`src/decoder_filter_ctrl_pkg.sv`:
```
// Register map, field layout and timing constants of the decoder control block
`default_nettype none
package decoder_filter_ctrl_pkg;
  // Address layout: bit 7 picks the view of the signal-processing core
  localparam int ADDR_W = 8;
  localparam int CORE_VIEW_BIT = 7;
  localparam int IDX_MSB = 6;
  localparam int IDX_LSB = 2;
  // Register indices, byte address is four times the index
  localparam logic [4:0] IDX_CONTROL = 5'h10;
  localparam logic [4:0] IDX_RESULT = 5'h12;
  localparam logic [4:0] IDX_DEC_STATUS = 5'h13;
  localparam logic [4:0] IDX_IRQ_STATUS = 5'h14;
  localparam logic [4:0] IDX_IRQ_MASK = 5'h15;
  localparam logic [4:0] IDX_CORE_CTRL = 5'h16;
  // Converter control fields
  localparam int DEC1_EN_BIT = 9;
  localparam int DEC2_EN_BIT = 10;
  localparam int CLK_SLOW_BIT = 11;
  localparam int IRQ_EN_LSB = 12;
  localparam int IRQ_EN_N = 3;
  localparam int IRQ_CORE_BIT = 15;
  // Measurement select field and its disable code
  localparam int MEAS_SEL_LSB = 4;
  localparam logic [1:0] MEAS_SEL_OFF = 2'h3;
  localparam logic [1:0] MEAS_SEL_RESET = 2'h3;
  // Core control
  localparam int SIG_EN_BIT = 0;
  // Event status layout
  localparam int FILT_N = 6;
  localparam int EV_DONE_BIT = 6;
  localparam int EV_W = 7;
  // Reset values
  localparam logic [15:0] RESULT_RESET = 16'h0000;
  localparam logic [EV_W-1:0] EV_RESET = 7'h00;
  // Timing
  localparam int CLK_HZ = 20_000_000;
  localparam int SLOW_CLK_HZ = 32768;
  localparam int TICK_CYCLES_DEF = CLK_HZ / SLOW_CLK_HZ;
  localparam int WINDOW_LOG2 = 9;
  localparam int WINDOW_TICKS_DEF = 1 << WINDOW_LOG2;
  // AXI responses
  localparam logic [1:0] RESP_OKAY = 2'h0;
  localparam logic [1:0] RESP_DECERR = 2'h3;
  typedef enum logic {
    MEAS_IDLE = 1'b0,
    MEAS_RUN = 1'b1
  } meas_state_e;
endpackage
`default_nettype wire

```
`src/decoder_filter_ctrl_clock_measure.sv`:
```
// Decoder/filter control register, interrupt routing and clock measurement
`timescale 1ns/1ns
`default_nettype none
module decoder_filter_ctrl_clock_measure #(
  parameter int TICK_CYCLES = decoder_filter_ctrl_pkg::TICK_CYCLES_DEF,
  parameter int WINDOW_TICKS = decoder_filter_ctrl_pkg::WINDOW_TICKS_DEF
) (
  // Clock and reset
  input wire logic aclk,
  input wire logic aresetn,
  // AXI4-Lite write
  input wire logic [decoder_filter_ctrl_pkg::ADDR_W-1:0] awaddr,
  input wire logic awvalid,
  output logic awready,
  input wire logic [31:0] wdata,
  input wire logic [3:0] wstrb,
  input wire logic wvalid,
  output logic wready,
  output logic [1:0] bresp,
  output logic bvalid,
  input wire logic bready,
  // AXI4-Lite read
  input wire logic [decoder_filter_ctrl_pkg::ADDR_W-1:0] araddr,
  input wire logic arvalid,
  output logic arready,
  output logic [31:0] rdata,
  output logic [1:0] rresp,
  output logic rvalid,
  input wire logic rready,
  // Port output bits and decoder/filter events
  input wire logic port_output_p0_3,
  input wire logic port_output_p2_0,
  input wire logic [2:0] sync_bit_pulse,
  input wire logic [decoder_filter_ctrl_pkg::FILT_N-1:0] filter_buf_flag,
  // Decoder controls
  output logic dec1_run,
  output logic dec2_run,
  output logic dec1_diff_mode,
  output logic dec2_diff_mode,
  output logic decoder_clock_slow,
  // Interrupts
  output logic irq_supervisory,
  output logic irq_signal,
  output logic irq
);
  import decoder_filter_ctrl_pkg::*;

  logic [ADDR_W-1:0] aw_addr_q;
  logic [15:0] w_data_q;
  logic [1:0] w_strb_q;
  logic dec_one_en;
  logic dec_two_en;
  logic clk_slow_sel;
  logic [IRQ_EN_N-1:0] filt_irq_en;
  logic irq_core_sel;
  logic signal_core_enable_flag;
  logic [1:0] meas_sel_sup;
  logic [1:0] meas_sel_sig;
  logic [EV_W-1:0] ev_status;
  logic [EV_W-1:0] ev_mask;
  meas_state_e meas_state;
  logic [15:0] div_cnt;
  logic [15:0] tick_cnt;
  logic [15:0] sync_count;
  logic [1:0] meas_dec;
  logic [15:0] result;

  // Write path decode
  wire wr_fire = !awready && !wready && !bvalid;
  wire [4:0] wr_idx = aw_addr_q[IDX_MSB:IDX_LSB];
  wire wr_sig = aw_addr_q[CORE_VIEW_BIT];
  wire lane0 = w_strb_q[0];
  wire lane1 = w_strb_q[1];
  wire wr_mapped = wr_idx == IDX_CONTROL || wr_idx == IDX_RESULT ||
    wr_idx == IDX_DEC_STATUS || wr_idx == IDX_IRQ_STATUS ||
    wr_idx == IDX_IRQ_MASK || wr_idx == IDX_CORE_CTRL;
  wire wr_ctrl = wr_fire && wr_idx == IDX_CONTROL && lane1;
  wire wr_ctrl_sup = wr_ctrl && !wr_sig;
  wire wr_sel = wr_fire && wr_idx == IDX_DEC_STATUS && lane0;
  wire wr_sel_sup = wr_sel && !wr_sig;
  wire wr_sel_sig = wr_sel && wr_sig;
  wire [1:0] wr_sel_val = w_data_q[MEAS_SEL_LSB+1:MEAS_SEL_LSB];
  wire wr_sel_active = signal_core_enable_flag ? wr_sel_sig : wr_sel_sup;
  wire meas_start = wr_sel_active && wr_sel_val != MEAS_SEL_OFF;
  wire meas_stop = wr_sel_active && wr_sel_val == MEAS_SEL_OFF;
  wire [1:0] meas_sel_active =
    signal_core_enable_flag ? meas_sel_sig : meas_sel_sup;

  // AXI write channel handshakes
  always_ff @(posedge aclk) begin
    if (!aresetn) begin
      awready <= 1'b1;
      wready <= 1'b1;
      bvalid <= 1'b0;
      bresp <= RESP_OKAY;
      aw_addr_q <= '0;
      w_data_q <= '0;
      w_strb_q <= '0;
    end else begin
      if (awvalid && awready) begin
        awready <= 1'b0;
        aw_addr_q <= awaddr;
      end
      if (wvalid && wready) begin
        wready <= 1'b0;
        w_data_q <= wdata[15:0];
        w_strb_q <= wstrb[1:0];
      end
      if (wr_fire) begin
        awready <= 1'b1;
        wready <= 1'b1;
        bvalid <= 1'b1;
        bresp <= wr_mapped ? RESP_OKAY : RESP_DECERR;
      end else if (bvalid && bready) begin
        bvalid <= 1'b0;
      end
    end
  end

  // Converter control fields; the signal core may only touch the middle bits
  always_ff @(posedge aclk) begin
    if (!aresetn) begin
      dec_one_en <= 1'b0;
      dec_two_en <= 1'b0;
      irq_core_sel <= 1'b0;
      clk_slow_sel <= 1'b0;
      filt_irq_en <= '0;
    end else if (wr_ctrl) begin
      if (wr_ctrl_sup) begin
        dec_one_en <= w_data_q[DEC1_EN_BIT];
        dec_two_en <= w_data_q[DEC2_EN_BIT];
        irq_core_sel <= w_data_q[IRQ_CORE_BIT];
      end
      clk_slow_sel <= w_data_q[CLK_SLOW_BIT];
      filt_irq_en <= w_data_q[IRQ_EN_LSB+IRQ_EN_N-1:IRQ_EN_LSB];
    end
  end

  // Per-core select copies and the core enable flag
  always_ff @(posedge aclk) begin
    if (!aresetn) begin
      meas_sel_sup <= MEAS_SEL_RESET;
      meas_sel_sig <= MEAS_SEL_RESET;
      signal_core_enable_flag <= 1'b0;
    end else begin
      if (wr_sel_sup) meas_sel_sup <= wr_sel_val;
      if (wr_sel_sig) meas_sel_sig <= wr_sel_val;
      if (wr_fire && wr_idx == IDX_CORE_CTRL && lane0 && !wr_sig)
        signal_core_enable_flag <= w_data_q[SIG_EN_BIT];
    end
  end

  // Decoder outputs, mode forced only while the decoder runs
  always_ff @(posedge aclk) begin
    if (!aresetn) begin
      dec1_run <= 1'b0;
      dec2_run <= 1'b0;
      dec1_diff_mode <= 1'b0;
      dec2_diff_mode <= 1'b0;
      decoder_clock_slow <= 1'b0;
    end else begin
      dec1_run <= dec_one_en;
      dec2_run <= dec_two_en;
      dec1_diff_mode <= dec_one_en && port_output_p0_3;
      dec2_diff_mode <= dec_two_en && port_output_p2_0;
      decoder_clock_slow <= clk_slow_sel;
    end
  end

  // Clock measurement: divider gives the 32 kHz tick, window counts ticks
  wire measuring = meas_state == MEAS_RUN;
  wire tick = measuring && div_cnt == 16'(TICK_CYCLES - 1);
  wire meas_done = tick && tick_cnt == 16'(WINDOW_TICKS - 1);
  wire sync_hit = meas_dec == MEAS_SEL_OFF ? 1'b0 : sync_bit_pulse[meas_dec];
  wire [15:0] next_count =
    (sync_hit && sync_count != 16'hffff) ? sync_count + 16'h0001 : sync_count;

  always_ff @(posedge aclk) begin
    if (!aresetn) begin
      meas_state <= MEAS_IDLE;
      div_cnt <= '0;
      tick_cnt <= '0;
      sync_count <= '0;
      meas_dec <= MEAS_SEL_RESET;
      result <= RESULT_RESET;
    end else if (meas_start) begin
      // A second start restarts the window rather than queueing
      meas_state <= MEAS_RUN;
      div_cnt <= '0;
      tick_cnt <= '0;
      sync_count <= '0;
      meas_dec <= wr_sel_val;
      result <= RESULT_RESET;
    end else if (meas_stop) begin
      meas_state <= MEAS_IDLE;
    end else if (measuring) begin
      sync_count <= next_count;
      div_cnt <= tick ? 16'h0000 : div_cnt + 16'h0001;
      if (tick) tick_cnt <= tick_cnt + 16'h0001;
      if (meas_done) begin
        meas_state <= MEAS_IDLE;
        result <= next_count;
      end
    end
  end

  // Interrupt status: set wins over clear; filter flags clear only by owner
  wire owner_writes = wr_sig == irq_core_sel;
  wire wr_status = wr_fire && wr_idx == IDX_IRQ_STATUS && lane0;
  wire [EV_W-1:0] ev_set = {meas_done, filter_buf_flag};
  wire [EV_W-1:0] ev_clr = wr_status ?
    {w_data_q[EV_DONE_BIT], owner_writes ? w_data_q[FILT_N-1:0] : 6'h00} :
    EV_RESET;
  wire [EV_W-1:0] next_status = (ev_status & ~ev_clr) | ev_set;
  wire [FILT_N-1:0] filt_pend = ev_status[FILT_N-1:0] &
    {{2{filt_irq_en[2]}}, {2{filt_irq_en[1]}}, {2{filt_irq_en[0]}}};

  always_ff @(posedge aclk) begin
    if (!aresetn) begin
      ev_status <= EV_RESET;
      ev_mask <= EV_RESET;
      irq <= 1'b0;
      irq_supervisory <= 1'b0;
      irq_signal <= 1'b0;
    end else begin
      ev_status <= next_status;
      if (wr_fire && wr_idx == IDX_IRQ_MASK && lane0)
        ev_mask <= w_data_q[EV_W-1:0];
      irq <= |({ev_status[EV_DONE_BIT], filt_pend} & ev_mask);
      irq_supervisory <= !irq_core_sel && |filt_pend;
      irq_signal <= irq_core_sel && |filt_pend;
    end
  end

  // Read path; unmapped words answer DECERR with zero data
  wire [4:0] rd_idx = araddr[IDX_MSB:IDX_LSB];
  wire rd_sig = araddr[CORE_VIEW_BIT];
  wire [15:0] rd_control = {irq_core_sel, filt_irq_en, clk_slow_sel,
    dec_two_en, dec_one_en, 9'h000};
  wire [1:0] rd_sel = rd_sig ? meas_sel_sig : meas_sel_sup;
  wire rd_mapped = rd_idx == IDX_CONTROL || rd_idx == IDX_RESULT ||
    rd_idx == IDX_DEC_STATUS || rd_idx == IDX_IRQ_STATUS ||
    rd_idx == IDX_IRQ_MASK || rd_idx == IDX_CORE_CTRL;
  wire [15:0] rd_word =
    rd_idx == IDX_CONTROL ? rd_control :
    rd_idx == IDX_RESULT ? result :
    rd_idx == IDX_DEC_STATUS ? {10'h000, rd_sel, 4'h0} :
    rd_idx == IDX_IRQ_STATUS ? {9'h000, ev_status} :
    rd_idx == IDX_IRQ_MASK ? {9'h000, ev_mask} :
    rd_idx == IDX_CORE_CTRL ? {15'h0000, signal_core_enable_flag} :
    16'h0000;

  always_ff @(posedge aclk) begin
    if (!aresetn) begin
      arready <= 1'b1;
      rvalid <= 1'b0;
      rdata <= '0;
      rresp <= RESP_OKAY;
    end else if (arvalid && arready) begin
      arready <= 1'b0;
      rvalid <= 1'b1;
      rdata <= {16'h0000, rd_word};
      rresp <= rd_mapped ? RESP_OKAY : RESP_DECERR;
    end else if (rvalid && rready) begin
      arready <= 1'b1;
      rvalid <= 1'b0;
    end
  end

  // Helper: cycles spent in the current measurement
  logic [31:0] meas_elapsed;
  always_ff @(posedge aclk) begin
    if (!aresetn || meas_start) meas_elapsed <= '0;
    else if (measuring) meas_elapsed <= meas_elapsed + 32'h1;
  end
endmodule
`default_nettype wire

```
`config.mk`:
```
export PLATFORM = sky130hd
export DESIGN_NAME = decoder_filter_ctrl_clock_measure
export DESIGN_NICKNAME = d
export VERILOG_FILES = /design/src/decoder_filter_ctrl_pkg.sv /design/src/decoder_filter_ctrl_clock_measure.sv
export SDC_FILE = /design/constraint.sdc
export NUM_CORES = 1
export LEC_CHECK = 0
export BUFFER_PORTS_ARGS = -buffer_cell sky130_fd_sc_hd__buf_4
export CORE_ASPECT_RATIO = 0.9
export CORE_MARGIN = 4
export CORE_UTILIZATION = 45
export DETAILED_ROUTE_END_ITERATION = 7
export GPL_TIMING_DRIVEN = 0
export PLACE_DENSITY = 0.78
export SKIP_LAST_GASP = 1
export SLEW_MARGIN = 20
export SYNTH_ARGS = -nofsm -noshare
export SYNTH_HDL_FRONTEND = slang
export SYNTH_SLANG_ARGS = --single-unit
```
`constraint.sdc`:
```
create_clock -name aclk -period 6.14 [get_ports aclk]
set_input_delay 1.842 -clock aclk [delete_from_list [all_inputs] [get_ports aclk]]
set_output_delay 1.842 -clock aclk [all_outputs]
set_load 0.005 [all_outputs]
```
; ---- After elaboration in Yosys (flattened, before gate mapping)
; Index checks and enable logic that the tools add are counted.
; W data, S select, Z words.
[op_classes]
n_reduce_logical = 55
n_addsub = 3
muxes = 27
bitwise_logic = 7
n_eq_ne = 19
n_lt_le_gt_ge = 1
[ops]
columns = cell, n
row1 = $mux W16, 4
row2 = $eq A5 B5 Y1 const B, 12
row3 = $add A16 B1 Y16 const B, 3
row4 = $logic_and A1 B1 Y1, 30
row5 = $mux W7, 4
row6 = $eq A16 B10 Y1 const B, 1
row7 = $eq A16 B9 Y1 const B, 1
row8 = $ne A16 B16 Y1 const B, 1
row9 = $and A7 B7 Y7, 2
row10 = $mux W1, 14
row11 = $logic_or A1 B1 Y1, 10
row12 = $not A7 Y7, 1
row13 = $or A7 B7 Y7, 1
row14 = $reduce_or A7 Y1, 1
row15 = $and A6 B6 Y6, 1
row16 = $mux W2, 3
row17 = $mux W6, 1
row18 = $reduce_and A3 Y1, 2
row19 = $reduce_or A6 Y1, 1
row20 = $logic_not A1 Y1, 5
row21 = $eq A2 B2 Y1 const B, 2
row22 = $reduce_and A2 Y1, 2
row23 = $reduce_bool A2 Y1, 2
row24 = $reduce_or A2 Y1, 2
row25 = other kinds (5), 6
[word_totals]
regBits = 152
output_inout_bits = 49
in_bits = 70
word_cells = 147

; ---- Depth between registers and ports, before layout
; Gate-level depths: netlist (run 1).
[logic_depth]
word_depth = 10
depth_mapped = 10
mapped_depth_nobuf = 8

; ---- Worst setup path after synthesis (run 1)
; OpenSTA, ideal clock, no wires.
[synth_timing]
path_type = input port to flip-flop
from = input sync_bit_pulse[1]
to = register result[3]
arrival_time_ns = 3.286
setup_ns = 0.079
stages = 6
required_time_ns = 6.061
path_buffers = 0
slack_ns = 2.775
path_cell_list = mux2i_1 > o21ai_0 > a21boi_1 > nand3_1 > xor2_1 > a211oi_2
[synth_via]
elab_chain_len = 5
[synth_rtl]
columns = element, line
row1 = "start, declared", decoder_filter_ctrl_clock_measure.sv:33  ; input wire logic [2:0] sync_bit_pulse,
row2 = $bmux W1 S2, decoder_filter_ctrl_clock_measure.sv:174  ; wire sync_hit = meas_dec == MEAS_SEL_OFF ? 1'b0 : sync_bit_pulse[meas_dec];
row3 = $mux W1 (implied by the code), decoder_filter_ctrl_clock_measure.sv:174
row4 = $mux W1, decoder_filter_ctrl_clock_measure.sv:174
row5 = $logic_and A1 B1 Y1, decoder_filter_ctrl_clock_measure.sv:176  ; (sync_hit && sync_count != 16'hffff) ? sync_count + 16'h0001 : sync_count;
row6 = $mux W16, decoder_filter_ctrl_clock_measure.sv:176
row7 = "end signal, assigned", decoder_filter_ctrl_clock_measure.sv:202  ; result <= next_count;
row8 = "end, declared", decoder_filter_ctrl_clock_measure.sv:66  ; logic [15:0] result;
; Every way passes these cells. The select of a mux whose other input is x is not followed.
; A chain may end at the register's enable or synchronous reset.

; ---- Worst setup path in the final report (run 1)
; Same ends and word-level chain as after synthesis.

==> impl_metrics.json, run 1 <==
{
  "path_clk_slew_ps": 60,
  "rsz0062_at_grt": "no",
  "grt_start_max_net_pins": 17,
  "syn_to_final_growth_pct": 21.6,
  "slew_headroom": 0.380,
  "setup_viol": 0,
  "synth_edf_count": 0,
  "grt_pass1_vias": 5251,
  "regToRegSetupSlack_ps": 3370,
  "ctsResizeCount": 0,
  "grt_pass1_wl_um": 25900,
  "timing.final.crit_period_ps": 3500,
  "hold_start": "result[6]$_SDFFE_PP0P_",
  "tns_ps": 0,
  "endpoint_kind": "flip-flop",
  "vias": 5564,
  "path_class": "in2reg",
  "async_reset_ff_frac": 0,
  "worst_pin_slew_ps": 922,
  "hold_violations": 0,
  "netlist_instances": 757,
  "peakVddDrop_uv": 222,
  "skew_ps": 9.07,
  "dp_hpwl_um": 11700,
  "final_util": 0.568,
  "r2r.worst_path.cells": 8,
  "crit_fanout": 10,
  "final_max_slew_viol_count": 0,
  "synth_cell_type_count": 59,
  "cts_tree": "yes",
  "yosysWarnings": 0,
  "synth-main-ff-cell": "dfxtp_1",
  "fmax_mhz": 286,
  "cp-start-kind": "input port",
  "drive_above_1_share": 0.194,
  "drtPass1Iterations": 7,
  "io_buffers": 77,
  "die_w_um": 136,
  "max_stage_delay_ps": 720,
  "slowest_stage": "a21boi_1",
  "drt_iter0_markers": 310,
  "row_count": 41,
  "hold_path_depth": 2,
  "hold_path.class": "reg2reg",
  "outcome": "finished clean",
  "routed_wl_um": 16200,
  "worstPathCellList": "buf_4 -> mux2i_1 -> o21ai_0 -> a21boi_1 -> nand3_1 -> xor2_1 -> a211oi_2",
  "fill_cells": 1258,
  "grt-ovfl-total": 0,
  "avgSynthCellArea_um2": 8.79,
  "cp.required_ps": 6480,
  "antenna_left": 0,
  "drv_cap": 0,
  "die_height_um": 123,
  "r2r-start": "awready$_SDFFE_PP1P_",
  "dieArea_um2": 16800,
  "antenna_found_initial": 0,
  "track_usage": 0.196,
  "num_antenna_cells": 0,
  "holdPathEnd": "rdata[6]$_SDFFE_PN0P_",
  "leakagePower_nw": 3.06,
  "post-route-period-util": 0.569,
  "cp_top_family": "compound AO/OA/AOI/OAI gates",
  "gp_congestion": 0.841,
  "cts.path.max_buffers": 2,
  "crit_arrival_ps": 3830,
  "cts_root_buf": "clkbuf_16",
  "h-tree-depth": 4,
  "p_per_area_nw_per_um2": 257,
  "core-area_um2": 14300,
  "boundaryPins": 119,
  "wire_per_inst_um": 15.1,
  "rr_endpoint": "ev_status[3]$_SDFF_PN0_",
  "cts_num_sinks": 146,
  "cts_inserted_buffers": 17,
  "finalNonFillerCells": 1074,
  "drt-vias-per-instance": 5.18,
  "drc_errors": 0,
  "nets": 942,
  "cp_num_buf_inv": 1,
  "clkLatencyLatePin_ps": 420,
  "syn_area_um2": 6660,
  "ys_ff_latch": 146,
  "dp_cells": 1042,
  "start_util": 0.467,
  "postCtsSetupBuffers": 0,
  "hold_buffers": 0,
  "yosysSeqAreaShare": 0.439,
  "p_total_w": 0.00208
}
==> routing by layer <==
metal / GRT usage / vias up / share of wire
li1: - / 2799 / -
met1: 0.252 / 2617 / 0.47
met2: 0.328 / 134 / 0.47
met3: 0.0472 / 14 / 0.050
met4: 0.0611 / 0 / 0.013
met5: 0 / - / 0
==> sequential cells by signal, indices dropped and copies added (netlist names), 2 cells and up <==
name / count
aw_addr_q: 6
div_cnt: 16
ev_mask: 7
ev_status: 7
filt_irq_en: 3
meas_dec: 2
meas_sel_sig: 2
meas_sel_sup: 2
rdata: 16
result: 16
sync_count: 16
tick_cnt: 16
w_data_q: 14
w_strb_q: 2
==> logic make-up (layout without fill, tap and decap cells) <==
logic type,Yosys count,count (layout),share of synthesized area
AO/OA/AOI/OAI,127,127,0.133
XOR/XNOR,57,57,0.0750
adder cells (fa/ha/maj),4,4,0.00752
buffers and inverters,69,178,0.0628
flip-flops,146,146,0.439
multiplexers,34,34,0.0521
other,1,16,0.000563
AND/OR/NAND/NOR,319,319,0.230
==> synthesized netlist by cell type (3+ instances only) <==
master | n | area share
a22oi_1 | 8 | 0.0090
ha_1 | 4 | 0.0075
or3_1 | 7 | 0.0066
inv_1 | 9 | 0.0051
buf_2 | 4 | 0.0030
nor4_1 | 8 | 0.0075
o21ai_0 | 19 | 0.014
a21oi_1 | 54 | 0.041
a211oi_2 | 15 | 0.028
a22o_1 | 3 | 0.0039
dfxtp_1 | 146 | 0.44
nand3_1 | 33 | 0.025
buf_4 | 21 | 0.024
and4_1 | 3 | 0.0039
nand4_1 | 18 | 0.017
o21a_1 | 7 | 0.0079
xor2_1 | 24 | 0.032
and3_1 | 13 | 0.012
mux2i_1 | 29 | 0.044
clkbuf_1 | 22 | 0.012
nor2_1 | 104 | 0.059
nor2b_1 | 3 | 0.0028
nand2_1 | 77 | 0.043
mux2_2 | 5 | 0.0085
and2_1 | 12 | 0.011
buf_6 | 10 | 0.017
a21boi_0 | 6 | 0.0068
xnor2_1 | 33 | 0.043
nor3_1 | 18 | 0.014
nand2b_1 | 7 | 0.0066
==> layout make-up <==
class / instances / area [um^2] / area share
multi-input cells: 557 / 3370 / 0.417
plain buffers: 59 / 380 / 0.0470
clock inverters: 11 / 103 / 0.0127
repair buffers: 77 / 578 / 0.0714
clock buffers: 21 / 460 / 0.0569
flip-flops and latches: 146 / 2920 / 0.361
well taps: 193 / 241 / 0.0298
inverters: 10 / 37.5 / 0.00464
==> power breakdown <==
group / switching (W) / internal [W]
Clock: 0.000399 / 0.000581
Sequential: 0.0000139 / 0.000963
Combinational: 0.0000642 / 0.0000562
Total: 0.000477 / 0.00160
==> stage by stage <==
stage	hold WS (ps)	setup WS [ps]	cell area, um^2
finish	457	2640	8100
global route	480	2520	8100
CTS	461	2640	8100
detailed placement	453	2220	7530
global placement	444	2230	7530
floorplan	432	2770	6710
==> how the worst max path moves through the flow <==
stage | from | endpoint | slack [ps] | depth (start not counted)
2_1_floorplan | sync_bit_pulse[1] | result[3]$_SDFFE_PP0P_ | 2770 | 6
3_3_place_gp | sync_bit_pulse[1] | result[3]$_SDFFE_PP0P_ | 2230 | 7
3_5_place_dp | sync_bit_pulse[1] | result[3]$_SDFFE_PP0P_ | 2220 | 7
4_1_cts | sync_bit_pulse[1] | result[3]$_SDFFE_PP0P_ | 2640 | 7
5_1_grt | sync_bit_pulse[1] | result[3]$_SDFFE_PP0P_ | 2520 | 7
6_report | sync_bit_pulse[1] | result[3]$_SDFFE_PP0P_ | 2640 | 7
==> tightest hold or removal path, cell delays in order (launching register included) <==
cell and delay (ps):
dfxtp_1 310, nand2_1 50, a21oi_1 50
==> layout by cell type (no fill, tap or decap), types with 12 or more instances in the layout <==
cell type	instances
dfxtp_1	146
nor2_1	104
buf_4	98
nand2_1	77
a21oi_1	54
nand3_1	33
xnor2_1	33
mux2i_1	29
clkbuf_1	24
xor2_1	24
o21ai_0	19
nor3_1	18
nand4_1	18
clkbuf_16	17
conb_1	16
a211oi_2	15
and3_1	13
and2_1	12
Note: power is estimated with default switching activity, not from simulation.
==> run 2: changes to the inputs <==
--- a/config.mk
+++ b/config.mk
@@ -11,7 +11,7 @@
 export CORE_UTILIZATION = 45
 export DETAILED_ROUTE_END_ITERATION = 7
 export GPL_TIMING_DRIVEN = 0
-export PLACE_DENSITY = 0.78
+export PLACE_DENSITY = 0.8
 export SKIP_LAST_GASP = 1
 export SLEW_MARGIN = 20
 export SYNTH_ARGS = -nofsm -noshare
==> constraint.sdc (replaced) <==
create_clock -name aclk -period 3.07 [get_ports aclk]
set_input_delay 0.921 -clock aclk [delete_from_list [all_inputs] [get_ports aclk]]
set_output_delay 0.921 -clock aclk [all_outputs]
set_load 0.005 [all_outputs]
==> impl_metrics.json, run 2 (synthesis gave the netlist of run 1 again) <==
{
  "timing.final.crit_period_ps": 2870,
  "fmax_mhz": 349,
  "leakagePower_nw": 3.08,
  "drv_cap": 0,
  "path_class": "reg2reg",
  "cp-start-kind": "flip-flop",
  "vias": 5596,
  "ctsResizeCount": 0,
  "hold_violations": 0,
  "skew_ps": 8.74,
  "crit_arrival_ps": 3190,
  "start_util": 0.467,
  "hold_path_depth": 2,
  "final_max_slew_viol_count": 0,
  "drt-vias-per-instance": 5.21,
  "finalInstanceArea_um2": 8130,
  "endpoint_kind": "flip-flop",
  "slew_headroom": 0.355,
  "postCtsSetupBuffers": 0,
  "row_count": 41,
  "grt_start_max_net_pins": 17,
  "drtPass1Iterations": 5,
  "cts_inserted_buffers": 17,
  "core-area_um2": 14300,
  "gp_congestion": 0.864,
  "num_antenna_cells": 0,
  "peakVddDrop_uv": 453,
  "multi_input_area_um2": 3370,
  "path_clk_slew_ps": 60,
  "cts_root_buf": "clkbuf_16",
  "mostFrequentLayoutCell": "dfxtp_1",
  "syn_to_final_growth_pct": 22.2,
  "grt_pass1_wl_um": 26300,
  "clkLatencyLatePin_ps": 420,
  "rr_endpoint": "ev_status[2]$_SDFF_PN0_",
  "cp.required_ps": 3390,
  "post-route-period-util": 0.935,
  "finalWorstSetupSlack_ps": 201,
  "dpl_cell_area_um2": 7530,
  "holdPathEnd": "rdata[6]$_SDFFE_PN0P_",
  "cts_num_sinks": 146,
  "drive_above_1_share": 0.195,
  "dp_hpwl_um": 11700,
  "antenna_found_initial": 0,
  "r2r-start": "awready$_SDFFE_PP1P_",
  "fill_cells": 1269,
  "dieArea_um2": 16800,
  "h-tree-depth": 4,
  "hold_buffers": 0,
  "rsz0062_at_grt": "no",
  "routed_wl_um": 16300,
  "grt-ovfl-total": 0,
  "seq_area_um2": 2920,
  "nets": 942,
  "antenna_left": 0,
  "setup_viol": 0,
  "r2r.worst_path.cells": 8,
  "boundaryPins": 119,
  "die_height_um": 123,
  "hold_path.class": "reg2reg",
  "wire_per_inst_um": 15.2,
  "final_cell_mix": "dfxtp_1 (146), nor2_1 (104), buf_4 (98)",
  "die_w_um": 136,
  "place_ws_ps": 59.1,
  "cts_tree": "yes",
  "tns_ps": 0,
  "cts.path.max_buffers": 2,
  "crit_fanout": 10,
  "worst_pin_slew_ps": 959,
  "p_total_w": 0.00429,
  "grt_pass1_vias": 5280,
  "regToRegSetupSlack_ps": 200,
  "io_buffers": 77,
  "drc_errors": 0,
  "p_per_area_nw_per_um2": 527,
  "drt_iter0_markers": 455,
  "track_usage": 0.198,
  "hold_start": "result[6]$_SDFFE_PP0P_",
  "outcome": "finished clean"
}
==> run 2: cell count changes in the layout (fill, tap and decap cells not counted) <==
cell        delta
clkinvlp_4     -1
clkbuf_1       -1
clkinv_2       -3
bufinv_16      +1
inv_6          +2
clkinv_4       +2
==> run 2: layer usage <==
metal	wire length, um	track usage
met5	0	0
met4	426	0.0775
met3	1050	0.0460
met2	7330	0.311
met1	7490	0.267
==> run 2: final cells by class <==
class,count,area share
Multi-Input combinational cell,557,0.415
Sequential cell,146,0.359
Timing Repair Buffer,77,0.0711
Clock buffer,20,0.0561
Buffer,59,0.0468
Tap cell,193,0.0297
Clock inverter,12,0.0178
Inverter,10,0.00461
==> run 2: stage by stage <==
stage | hold slack, ps | utilization | cells
3_5_place_dp | 447 | 0.528 | 1042
3_3_place_gp | 443 | 0.528 | 1042
6_report | 454 | 0.570 | 1074
4_1_cts | 455 | 0.570 | 1074
2_1_floorplan | 432 | - | 772
5_1_grt | 471 | 0.570 | 1074
==> run 2: power breakdown <==
part / internal, W / switching [W] / leakage (nW)
Combinational: 0.000112 / 0.000129 / 1.60
Clock: 0.00126 / 0.000839 / 0.289
Sequential: 0.00192 / 0.0000272 / 1.18
Total: 0.00329 / 0.000995 / 3.08
==> run 2: how the worst max path moves through the flow <==
| stage | startpoint | endpoint | slack (ps) | depth (start not counted) |
|---|---|---|---|---|
| 6_report | awready$_SDFFE_PP1P_ | ev_status[2]$_SDFF_PN0_ | 200 | 8 |
| 3_5_place_dp | sync_bit_pulse[1] | result[3]$_SDFFE_PP0P_ | 60 | 7 |
| 2_1_floorplan | sync_bit_pulse[1] | result[3]$_SDFFE_PP0P_ | 630 | 6 |
| 4_1_cts | awready$_SDFFE_PP1P_ | ev_status[2]$_SDFF_PN0_ | 220 | 8 |
| 5_1_grt | awready$_SDFFE_PP1P_ | ev_status[5]$_SDFF_PN0_ | 80 | 8 |
| 3_3_place_gp | sync_bit_pulse[1] | result[3]$_SDFFE_PP0P_ | 110 | 7 |
==> run 2: worst max-delay path: stages, from the launching register on <==
cell and delay [ps]:
dfxtp_1 320, buf_6 130, or3_1 290, buf_2 200
nor3b_1 300, nand3_1 200, nor4_1 820, a21boi_0 280
o21a_1 230
==> run 3: changes to the inputs <==
--- a/config.mk
+++ b/config.mk
@@ -5,13 +5,13 @@
 export SDC_FILE = /design/constraint.sdc
 export NUM_CORES = 1
 export LEC_CHECK = 0
-export BUFFER_PORTS_ARGS = -buffer_cell sky130_fd_sc_hd__buf_4
 export CORE_ASPECT_RATIO = 0.9
 export CORE_MARGIN = 4
 export CORE_UTILIZATION = 45
 export DETAILED_ROUTE_END_ITERATION = 7
+export DONT_BUFFER_PORTS = 1
 export GPL_TIMING_DRIVEN = 0
-export PLACE_DENSITY = 0.8
+export PLACE_DENSITY = 0.73
 export SKIP_LAST_GASP = 1
 export SLEW_MARGIN = 20
 export SYNTH_ARGS = -nofsm -noshare
==> impl_metrics.json, run 3 (synthesis gave the netlist of run 1 again) <==
{
  "drt-vias-per-instance": 5.29,
  "peakVddDrop_uv": 370,
  "setup_viol": 0,
  "ctsResizeCount": 0,
  "clkPwrFrac": 0.477,
  "tns_ps": 0,
  "cp.required_ps": 3390,
  "hold_buffers": 0,
  "core-area_um2": 14300,
  "path_class": "reg2reg",
  "routed_wl_um": 16300,
  "cts_inserted_buffers": 17,
  "pwr-share-seq": 0.479,
  "drt_iter0_markers": 323,
  "grt_start_max_net_pins": 17,
  "dp_hpwl_um": 11700,
  "regToRegSetupSlack_ps": 170,
  "hold_path.class": "reg2reg",
  "drc_errors": 0,
  "antenna_left": 0,
  "postCtsSetupBuffers": 0,
  "num_antenna_cells": 0,
  "p_int_w": 0.00311,
  "boundaryPins": 119,
  "row_count": 41,
  "holdWs_ps": 452,
  "hold_path_depth": 2,
  "dieArea_um2": 16800,
  "r2r.worst_path.cells": 8,
  "hold_violations": 0,
  "cts_tree": "yes",
  "nets": 865,
  "hold_start": "result[6]$_SDFFE_PP0P_",
  "slew_headroom": 0.336,
  "cp-start-kind": "flip-flop",
  "post-route-period-util": 0.945,
  "final_cell_mix": "dfxtp_1 (146), nor2_1 (104), nand2_1 (77)",
  "clkLatencyLatePin_ps": 430,
  "rsz0062_at_grt": "no",
  "antenna_found_initial": 0,
  "drtPass1Iterations": 4,
  "track_usage": 0.197,
  "skew_ps": 13.4,
  "leakagePower_nw": 2.67,
  "drv_cap": 0,
  "endpoint_kind": "flip-flop",
  "drive_above_1_share": 0.119,
  "swShare": 0.237,
  "rr_endpoint": "ev_status[4]$_SDFF_PN0_",
  "gp_congestion": 0.916,
  "timing.final.crit_period_ps": 2900,
  "vias": 5278,
  "crit_arrival_ps": 3230,
  "worst_pin_slew_ps": 987,
  "r2r-start": "awready$_SDFFE_PP1P_",
  "grt_pass1_vias": 4932,
  "holdPathEnd": "rdata[6]$_SDFFE_PN0P_",
  "crit_fanout": 10,
  "grt_pass1_wl_um": 25800,
  "wire_per_inst_um": 16.3,
  "outcome": "finished clean",
  "h-tree-depth": 4,
  "grt-ovfl-total": 0,
  "die_w_um": 136,
  "path_clk_slew_ps": 60,
  "io_buffers": 0,
  "die_height_um": 123,
  "fmax_mhz": 345,
  "start_util": 0.467,
  "cts.path.max_buffers": 2,
  "final_max_slew_viol_count": 0,
  "power.switching_w": 0.000967,
  "p_per_area_nw_per_um2": 543,
  "combPwrFrac": 0.044,
  "cts_root_buf": "clkbuf_16",
  "syn_to_final_growth_pct": 12.9,
  "mostFrequentLayoutCell": "dfxtp_1",
  "cts_num_sinks": 146
}
==> run 3: cell types whose count changed in the layout (fill, tap and decap cells not counted), sizes merged <==
cell,change
bufinv,-2
clkinvlp,+1
buf,-77
inv,-3
clkinv,+3
clkbuf,+1
==> run 3: area by class of cell <==
class | instances | area (um^2)
fill | 1343 | 6750
multi-input combinational | 557 | 3370
sequential | 146 | 2920
clock buffer | 21 | 480
buffer | 59 | 380
tap | 193 | 241
clock inverter | 11 | 77.6
inverter | 10 | 37.5
==> run 3: power by group through the flow <==
stage / Combinational (W) / Clock, W / Sequential, W
final: 0.000180 / 0.00194 / 0.00195
after CTS: 0.000179 / 0.00196 / 0.00195
after floorplan: 0.000139 / 0 / 0.00198
after global placement: 0.000174 / 0 / 0.00199
after global routing: 0.000201 / 0.00204 / 0.00196
after detailed placement: 0.000177 / 0 / 0.00200
==> run 3: how the worst max path moves through the flow <==
stage | start | to | slack, ps
floorplan | sync_bit_pulse[1] | result[3]$_SDFFE_PP0P_ | 630
global placement | sync_bit_pulse[1] | result[3]$_SDFFE_PP0P_ | 180
detailed placement | sync_bit_pulse[1] | result[3]$_SDFFE_PP0P_ | 160
CTS | awready$_SDFFE_PP1P_ | ev_status[1]$_SDFF_PN0_ | 220
global route | awready$_SDFFE_PP1P_ | ev_status[4]$_SDFF_PN0_ | 20
finish | awready$_SDFFE_PP1P_ | ev_status[4]$_SDFF_PN0_ | 170
==> run 3: routing by layer <==
layer	share of wire	global-route usage	vias up	wire (um)
li1	-	-	2650	-
met1	0.46	0.260	2469	7530
met2	0.45	0.303	137	7280
met3	0.072	0.0671	22	1170
met4	0.019	0.0668	0	308
met5	0	0	-	0
==> run 3: metrics by stage <==
stage	worst slack (ps)	instance area, um^2	power, W	util	cells
6_report	169	7510	0.00408	0.527	997
5_1_grt	18.9	7510	0.00420	0.527	997
4_1_cts	221	7510	0.00409	0.527	997
3_5_place_dp	156	6950	0.00217	0.488	965
3_3_place_gp	181	6950	0.00217	0.488	965
2_1_floorplan	626	6710	0.00212	-	772
==> run 3: critical path: stages, from the launching register on <==
cell	delay (ps)
dfxtp_1	330
buf_6	140
or3_1	290
buf_2	190
nor3b_1	310
nand3_1	230
nor4_1	850
a21boi_0	240
o21a_1	220
